[src/ocp_consts.svh]
// timing counts and fault counter limits for the overcurrent hiccup block
`ifndef OCP_CONSTS_SVH
`define OCP_CONSTS_SVH
`define OCP_CLK_PERIOD_NS 50
`define OCP_BLANK_TIME_NS 125
`define OCP_BLANK_CYCLES ((`OCP_BLANK_TIME_NS) / (`OCP_CLK_PERIOD_NS))
`define OCP_FAULT_LIMIT 3'h7
`define OCP_HICCUP_CYCLES 3'h7
`define OCP_CNT_W 3
`define OCP_BLANK_W 4
`endif

[src/ocp_pkg.sv]
// types for the overcurrent hiccup block
package ocp_pkg;
	typedef enum logic [1:0] {ST_RUN, ST_HICCUP} mode_t;
endpackage : ocp_pkg

[src/overcurrent_hiccup_fault_control.sv]
// two-tier overcurrent protection: pulse termination and hiccup fault counter
`include "ocp_consts.svh"
`timescale 1ns/100ps
`default_nettype none
module overcurrent_hiccup_fault_control
(
	// clock and reset
	input wire logic i_clock,
	input wire logic i_rst_n,
	// modulator and cycle timing
	input wire logic i_cycle_start,
	input wire logic i_pwm_on,
	input wire logic i_soft_start_done,
	// switch node comparators
	input wire logic i_switch_node_high,
	input wire logic i_overcurrent,
	// gate drives and status
	output logic o_high_side_gate_drive,
	output logic o_low_side_gate_drive,
	output logic o_limit_threshold_node_low,
	output logic o_modulator_enable,
	output logic o_fault,
	output logic [`OCP_CNT_W-1:0] o_fault_count
);
	localparam logic [`OCP_BLANK_W-1:0] BLANK_MAX = `OCP_BLANK_W'(`OCP_BLANK_CYCLES);
	localparam int SYNC_N = 2;
	// raw comparator pins, one synchroniser each
	logic [SYNC_N-1:0] pin_async;
	logic [SYNC_N-1:0] pin_meta_reg;
	logic [SYNC_N-1:0] pin_sync_reg;
	logic sw_high;
	logic oc_raw;

	// mode and counter
	ocp_pkg::mode_t mode_reg;
	logic [`OCP_CNT_W-1:0] count_reg;

	// blanking window
	logic [`OCP_BLANK_W-1:0] blank_cnt_reg;
	logic blank_reg;

	// pulse state
	logic hs_reg;
	logic ls_reg;
	logic tripped_reg;
	logic trip_cycle_reg;
	logic pwm_prev_reg;

	// decoded conditions
	logic turn_on;
	logic trip;
	logic in_run;
	logic at_limit;
	logic drive_ok;

	assign pin_async = {i_overcurrent, i_switch_node_high};
	assign sw_high = pin_sync_reg[0];
	assign oc_raw = pin_sync_reg[1];
	assign in_run = (mode_reg == ocp_pkg::ST_RUN);
	assign at_limit = (count_reg == `OCP_FAULT_LIMIT);
	// drives may only switch while running below the fault limit
	assign drive_ok = in_run && !at_limit;
	assign turn_on = drive_ok && i_pwm_on && !pwm_prev_reg && !tripped_reg;
	// trip only on high side pulse once blanking has closed
	assign trip = hs_reg && !blank_reg && oc_raw;

	// pin synchronisers, two flip-flops per comparator
	genvar g;
	generate
		for (g = 0; g < SYNC_N; g++)
		begin : gen_sync
			always_ff @(posedge i_clock or negedge i_rst_n)
			begin
				if (!i_rst_n)
				begin
					pin_meta_reg[g] <= 1'b0;
					pin_sync_reg[g] <= 1'b0;
				end
				else
				begin
					pin_meta_reg[g] <= pin_async[g];
					pin_sync_reg[g] <= pin_meta_reg[g];
				end
			end
		end
	endgenerate

	// previous pwm command for edge detection
	always_ff @(posedge i_clock or negedge i_rst_n)
	begin
		if (!i_rst_n)
		begin
			pwm_prev_reg <= 1'b0;
		end
		else
		begin
			pwm_prev_reg <= i_pwm_on;
		end
	end

	// blanking window
	always_ff @(posedge i_clock or negedge i_rst_n)
	begin
		if (!i_rst_n)
		begin
			blank_reg <= 1'b0;
			blank_cnt_reg <= 4'h0;
		end
		else if (turn_on)
		begin
			blank_reg <= 1'b1;
			blank_cnt_reg <= 4'h0;
		end
		else if (blank_reg)
		begin
			blank_cnt_reg <= blank_cnt_reg + 4'h1;
			if (sw_high)
			begin
				blank_reg <= 1'b0;
			end
			else if (blank_cnt_reg + 4'h1 >= BLANK_MAX)
			begin
				blank_reg <= 1'b0;
			end
		end
	end

	// pulse termination latch, cleared by next cycle
	always_ff @(posedge i_clock or negedge i_rst_n)
	begin
		if (!i_rst_n)
		begin
			tripped_reg <= 1'b0;
		end
		else if (trip)
		begin
			tripped_reg <= 1'b1;
		end
		else if (i_cycle_start)
		begin
			tripped_reg <= 1'b0;
		end
	end

	// cycle contains trip
	always_ff @(posedge i_clock or negedge i_rst_n)
	begin
		if (!i_rst_n)
		begin
			trip_cycle_reg <= 1'b0;
		end
		else if (i_cycle_start)
		begin
			trip_cycle_reg <= trip;
		end
		else if (trip)
		begin
			trip_cycle_reg <= 1'b1;
		end
	end

	// high side drive
	always_ff @(posedge i_clock or negedge i_rst_n)
	begin
		if (!i_rst_n)
		begin
			hs_reg <= 1'b0;
		end
		else if (!drive_ok)
		begin
			hs_reg <= 1'b0;
		end
		else if (trip)
		begin
			hs_reg <= 1'b0;
		end
		else
		begin
			hs_reg <= i_pwm_on && !tripped_reg;
		end
	end

	// low side drive, complement of high side while running
	always_ff @(posedge i_clock or negedge i_rst_n)
	begin
		if (!i_rst_n)
		begin
			ls_reg <= 1'b0;
		end
		else if (!drive_ok)
		begin
			ls_reg <= 1'b0;
		end
		else if (trip)
		begin
			ls_reg <= 1'b1;
		end
		else
		begin
			ls_reg <= !i_pwm_on || tripped_reg;
		end
	end

	// operating mode
	always_ff @(posedge i_clock or negedge i_rst_n)
	begin
		if (!i_rst_n)
		begin
			mode_reg <= ocp_pkg::ST_RUN;
		end
		else
		begin
			case (mode_reg)
				ocp_pkg::ST_RUN:
				begin
					if (at_limit)
					begin
						mode_reg <= ocp_pkg::ST_HICCUP;
					end
				end
				ocp_pkg::ST_HICCUP:
				begin
					if (i_soft_start_done && (count_reg == 3'h1))
					begin
						mode_reg <= ocp_pkg::ST_RUN;
					end
				end
				default:
				begin
					mode_reg <= ocp_pkg::ST_RUN;
				end
			endcase
		end
	end

	// fault counter
	always_ff @(posedge i_clock or negedge i_rst_n)
	begin
		if (!i_rst_n)
		begin
			count_reg <= 3'h0;
		end
		else if (mode_reg == ocp_pkg::ST_HICCUP)
		begin
			if (i_soft_start_done && (count_reg != 3'h0))
			begin
				count_reg <= count_reg - 3'h1;
			end
		end
		else if (i_cycle_start && !at_limit)
		begin
			if (trip_cycle_reg || trip)
			begin
				count_reg <= count_reg + 3'h1;
			end
			else if (count_reg != 3'h0)
			begin
				count_reg <= count_reg - 3'h1;
			end
		end
	end

	// high side output, forced off in fault at once
	always_ff @(posedge i_clock or negedge i_rst_n)
	begin
		if (!i_rst_n)
			o_high_side_gate_drive <= 1'b0;
		else
			o_high_side_gate_drive <= hs_reg && drive_ok;
	end

	// low side output, forced off in fault at once
	always_ff @(posedge i_clock or negedge i_rst_n)
	begin
		if (!i_rst_n)
			o_low_side_gate_drive <= 1'b0;
		else
			o_low_side_gate_drive <= ls_reg && drive_ok;
	end

	// threshold pulled low while blanking
	always_ff @(posedge i_clock or negedge i_rst_n)
	begin
		if (!i_rst_n)
			o_limit_threshold_node_low <= 1'b0;
		else
			o_limit_threshold_node_low <= blank_reg;
	end

	// modulator enable
	always_ff @(posedge i_clock or negedge i_rst_n)
	begin
		if (!i_rst_n)
			o_modulator_enable <= 1'b1;
		else
			o_modulator_enable <= drive_ok;
	end

	// fault status
	always_ff @(posedge i_clock or negedge i_rst_n)
	begin
		if (!i_rst_n)
			o_fault <= 1'b0;
		else
			o_fault <= !drive_ok;
	end

	// counter view
	always_ff @(posedge i_clock or negedge i_rst_n)
	begin
		if (!i_rst_n)
			o_fault_count <= 3'h0;
		else
			o_fault_count <= count_reg;
	end
endmodule : overcurrent_hiccup_fault_control
`default_nettype wire

[config.mk]
export PLATFORM = sky130hd
export DESIGN_NAME = overcurrent_hiccup_fault_control
export DESIGN_NICKNAME = d
export VERILOG_FILES = /design/src/ocp_pkg.sv /design/src/overcurrent_hiccup_fault_control.sv
export VERILOG_INCLUDE_DIRS = /design/src
export SDC_FILE = /design/constraint.sdc
export NUM_CORES = 1
export LEC_CHECK = 0
export BUFFER_PORTS_ARGS = -buffer_cell sky130_fd_sc_hd__buf_2
export CAP_MARGIN = 20
export CORE_MARGIN = 2
export CORE_UTILIZATION = 54
export CTS_BUF_LIST = sky130_fd_sc_hd__clkbuf_16
export DETAILED_ROUTE_END_ITERATION = 6
export PLACE_DENSITY = 0.74
export SYNTH_ARGS = -nofsm -noshare
export SYNTH_HDL_FRONTEND = slang
export SYNTH_SLANG_ARGS = --single-unit
[constraint.sdc]
create_clock -name i_clock -period 1.9 [get_ports i_clock]
set_clock_uncertainty 0.1 [all_clocks]
set_input_delay 0.38 -clock i_clock [delete_from_list [all_inputs] [get_ports i_clock]]
set_output_delay 0.38 -clock i_clock [all_outputs]
set_load 0.01 [all_outputs]
Yosys cells after proc, flatten, opt, wreduce, memory -nomap -nowiden
Cells that the tools add are included.
{"block": "op_classes", "n_addsub": 3, "n_lt_le_gt_ge": 1, "eq_ne": 6, "muxes": 22, "reduce_logical": 28}
{"op": "$mux 3", "count": 5}
{"op": "$logic_and 1x1->1", "count": 12}
{"op": "$mux 1", "count": 12}
{"op": "$mux 4", "count": 2}
{"op": "$logic_not 1->1", "count": 6}
{"op": "$reduce_bool 2->1", "count": 3}
{"op": "$reduce_bool 3->1", "count": 2}
{"op": "$add 4x1->4 const B", "count": 1}
{"op": "$ge 4x2->1 const B", "count": 1}
{"op": "$mux 2", "count": 2}
{"op": "$ne 2x1->1 const B", "count": 2}
{"op": "$pmux 2 s2", "count": 1}
{"op": "$add 3x1->3 const B", "count": 1}
{"op": "$eq 3x1->1 const B", "count": 1}
{"op": "$eq 3x3->1 const B", "count": 1}
{"op": "$reduce_and 3->1", "count": 1}
{"op": "$sub 3x1->3 const B", "count": 1}
{"op": "$eq 2x1->1 const B", "count": 1}
{"op": "$logic_not 2->1", "count": 1}
{"op": "$logic_or 1x1->1", "count": 2}
{"op": "$ne 2x2->1 const B", "count": 1}
{"op": "$reduce_and 2->1", "count": 1}
{"block": "totals", "register_bits": 27, "output_inout_bits": 8}

Logic depth before layout (Yosys ltp)
{"block": "depth", "ltp_word": 7, "ltp_mapped": 6}

Worst setup path before layout
OpenSTA, ideal clock, no wires.
{"block": "synth_timing", "path_type": "reg-to-reg", "start": "reg count_reg[0]", "end": "reg count_reg[0]", "setup_ps": 125, "t_arrival_ps": 1415, "slack_ps": 260, "path_stages_with_launch": 7, "synth_period_minus_slack_ps": 1640, "path_cell_list": "dfrtp_1 -> ha_1 -> ha_1 -> nor2_1 -> a32o_1 -> nand2_2 -> xnor2_1"}
{"block": "synth_via", "elab_chain_len": 5, "elab_cells_between_ends": 16, "cone_classes": "2 x add/sub; 2 x eq/ne; 5 x mux; 7 x reduce/logical"}
{"item": "start: declaration", "line_no": "overcurrent_hiccup_fault_control.sv:36", "rtl": "logic [`OCP_CNT_W-1:0] count_reg;"}
{"item": "start signal: assignment", "line_no": "overcurrent_hiccup_fault_control.sv:247", "rtl": "count_reg <= count_reg - 3'h1;"}
{"item": "start signal: assignment", "line_no": "overcurrent_hiccup_fault_control.sv:254", "rtl": "count_reg <= count_reg + 3'h1;"}
{"item": "start signal: assignment", "line_no": "overcurrent_hiccup_fault_control.sv:258", "rtl": "count_reg <= count_reg - 3'h1;"}
{"item": "$sub 3x1->3 or $eq 3x3->1 (tied branches)"}
{"item": "$mux 3 or $logic_not 1->1 (tied branches)", "line_no": "overcurrent_hiccup_fault_control.sv:256, overcurrent_hiccup_fault_control.sv:250"}
{"item": "$mux 3 or $logic_and 1x1->1 (tied branches)", "line_no": "overcurrent_hiccup_fault_control.sv:252, overcurrent_hiccup_fault_control.sv:250"}
{"item": "$mux 3 or $reduce_bool 2->1 (tied branches)"}
{"item": "$mux 3 or $reduce_and 3->1 (tied branches)"}
Parallel ways exist; a longest one is shown, timed or not. The select of a mux whose other input is x is not followed.
A chain may end at the register's enable or synchronous reset.

Final worst setup path
{"block": "layout_timing", "start": "reg count_reg[0]", "end": "reg count_reg[2]"}
The elaborated chain is that of the path after synthesis.

==> summary.txt <==
Synth
  • Library cell with the highest instance count after synthesis: dfrtp_1
  • Top-area cell type share of the netlist area: 0.597
  • Adder-cell area share of the yosys netlist: 0.0836
  • Number of enable flip-flop cells after synthesis: 0
  • Avg Inst Size Synth: about 13 µm²
  • Distinct cells, synth: 28
  • Top area cells in the synthesized netlist: dfrtp_1, ha_1, xor2_1, dfstp_2, inv_1
  • Post-Syn Nets: 95
  • Post-synthesis cell area: 1050 µm²
  • Yosys Warn Count: 0
  • Synthesized netlist cell count: 81
  • Post-synth top flop: dfrtp_1
  • Combinational family with the most area after synthesis: simple AND/OR/NAND/NOR gates
  • Xor-xnor portion of the synthesized cell area: 0.0585
  • Synth Area in Compound Gates: 0.0681
  • Flip-flop and latch count after synthesis: 26
  • Multiplexer share of the synthesized area: 0.0191
  • Sequential share of the synthesized area: 0.622
  • Share of synthesized cell area in and, or, nand and nor gates: 0.112
  • Share of flip-flops with an asynchronous set or reset: 1.00
  • Largest area contributor in the netlist: dfrtp_1
  • Most used standard cells in the synthesized netlist: dfrtp_1, ha_1, inv_1, nor2_1, xor2_1

Setup path
  • Element type at the critical path start: register
  • Sort of element at the end of the critical path: register
  • Arrival @ worst endpoint: between 1.5 and 2 ns
  • Maximum net fanout on the critical path: 5
  • Data required time of the critical path: 1.96 ns
  • Critical path class: register to register

Clock network
  • Largest buffer count on any clock path: 2
  • TritonCTS Buffers: 3
  • CTS Sinks: 26
  • Clock latency of the later-clocked register in the worst-skew pair: roughly 0.25 ns
  • Setup Buffers After CTS: 0
  • Clock transition at the register clock pins on the worst setup and hold paths after CTS: 0.06 ns
  • Clock tree from TritonCTS: built
  • Clk Tree Root Cell: clkbuf_16
  • Maximum level of the CTS H-tree: 1

Global route
  • Maximum number of pins on one net before global-route repair: 27
  • Remaining global-route overflow: 0
  • Highest-utilization routing layer at the global route stage: met2
  • Tot GR Track Use: 0.175
  • Antenna violations before repair: 0
  • Met3 track demand over resource: 0.0340
  • Met1 layer usage reported by global route: 0.247
  • Via count of the first global-routing pass: 600
  • First-pass GRT wire length: around 2.7 mm
  • GR Util met2: 0.269

Timing
  • Count of endpoints failing setup in the final report: 0
  • Achievable clock frequency: between 500 and 600 MHz
  • Period Utilization, post-route: 0.956
  • Remaining max-slew budget at the tightest pin: 0.633
  • Final Hold Violating Endpoints: 0
  • Crit path time final: ~1.8 ns
  • RSZ-0062 raised after global routing: no
  • Final-report max-slew violation count: 0
  • Setup tns final: 0 ns
  • Worst Max-Slew Pin Slew: about 0.55 ns

Floorplan
  • Die ar.: roughly 2300 µm²
  • Ports placed on the boundary: 15
  • Die extent in x: around 48 µm
  • Initial core utilization: 0.587
  • Chip Height: 48.0 µm
  • Area of the placeable core: 1780 µm²
  • Std-Cell Rows: 15

Final layout
  • Final core utilization: 0.688
  • Filler instances: 130
  • Antenna Diode Count: 0
  • Fraction of final layout cells with drive strength greater than 1: 0.232
  • Count of nets after finishing: about 110
  • Max reg flops: 4
  • Synth-to-Final Area Change: 17.1%

Min path
  • Class of the worst hold path: primary input to async pin

Power and ir drop
  • Worst voltage drop across the vdd grid: approximately 850 µV
  • PD cells: 1540 nW/µm²
  • Total power: roughly 0.0019 W
  • Leak Pwr: between 0.5 and 0.6 nW

Placed design
  • HPWL after detailed placement: roughly 1.2 mm
  • Placer Congestion: between 0.8 and 0.9
  • Port bufs: 14

Routing
  • TritonRoute pass-1 iters: 4
  • Routed Antenna Nets: 0
  • Final wirelength: 1.73 mm
  • Vias after detailed routing: approximately 650
  • Post-detailed-route wirelength per cell: around 14 µm
  • Number of remaining DRC errors: 0
  • Mean number of vias per cell: 5.20
  • Starting DRT DRC Count: 14

Flow run
  • Max capacitance violation total: 0

Status
  • Outcome: complete, no violations
==> stage by stage <==
stage          hold WS, ns  instances  setup slack [ns]  cell area [µm²]
2_1_floorplan      -0.0156         81             0.260             1050
3_3_place_gp         0.234        120             0.204             1140
3_5_place_dp         0.238        120             0.131             1140
4_1_cts             0.0232        124            0.0799             1220
5_1_grt             0.0530        124           0.00156             1230
6_report            0.0113        124            0.0834             1230
==> final cells by class <==
| cell class | instances | area [µm²] | share of cell area |
|---|---|---|---|
| Sequential cell | 26 | 652 | 0.532 |
| Timing Repair Buffer | 15 | 77.6 | 0.0633 |
| Clock buffer | 3 | 75.1 | 0.0612 |
| Clock inverter | 1 | 3.75 | 0.00306 |
| Inverter | 7 | 26.3 | 0.0214 |
| Tap cell | 25 | 31.3 | 0.0255 |
| Multi-Input combinational cell | 47 | 360 | 0.294 |
==> report_power, final <==
group | internal [W] | switching, W
Combinational | 0.000263 | 0.000309
Sequential | 0.000729 | 0.000141
Clock | 0.000281 | 0.000165
==> metal layers <==
metal | part of all wire | vias up | wire (µm)
met5 | 0 | - | 0
met4 | 0 | 0 | 0
met3 | 0.052 | 0 | 90
met2 | 0.48 | 27 | 827
met1 | 0.47 | 311 | 816
li1 | - | 307 | -
==> worst max-delay path: stages (launching register included) <==
cell      delay, ns
dfrtp_1        0.43
ha_1           0.23
ha_1           0.18
nor2_1         0.24
a32o_1         0.24
o211ai_1       0.11
a32oi_1        0.19
==> logic make-up after synthesis <==
| family | after synthesis |
|---|---|
| muxes | 2 |
| and+or+nand+nor | 21 |
| DFF | 26 |
| xor gates and xnor gates | 7 |
| adders and majority gates | 7 |
| AOI/OAI and AO/OA | 10 |
| buffers and inverters | 8 |
==> what timing repair did <==
action                     in CTS  in global routing
gates resized for setup         0                  1
hold buffers                    0                  0
setup endpoints to repair       0                  5
==> worst paths after layout <==
| kind | from | end | slack, ns | cells after the start |
|---|---|---|---|---|
| hold / removal | i_rst_n | count_reg[2]$_DFFE_PN0P_ | 0.01 | 1 |
| min in group i_clock | i_switch_node_high | pin_meta_reg[0]$_DFF_PN0_ | 0.13 | 1 |
| setup / recovery | count_reg[0]$_DFFE_PN0P_ | count_reg[2]$_DFFE_PN0P_ | 0.08 | 6 |
| max in group asynchronous | i_rst_n | o_modulator_enable$_DFF_PN1_ | 1.32 | 1 |
| setup reg to reg | count_reg[0]$_DFFE_PN0P_ | count_reg[2]$_DFFE_PN0P_ | 0.08 | 6 |
| hold reg to reg | pin_meta_reg[0]$_DFF_PN0_ | sw_high$_DFF_PN0_ | 0.25 | 0 |
==> cells in the final DEF, fill, tap and decap left out, types with 2 or more instances in the layout <==
cell / count
xnor2_1: 3
dfrtp_1: 25
buf_2: 14
and2_1: 2
clkbuf_16: 3
o21ai_0: 2
xor2_1: 4
nor2_1: 6
mux2i_1: 2
inv_1: 8
nand2_1: 3
a21oi_1: 2
ha_1: 7
Note: power is estimated with default switching activity, not from simulation.
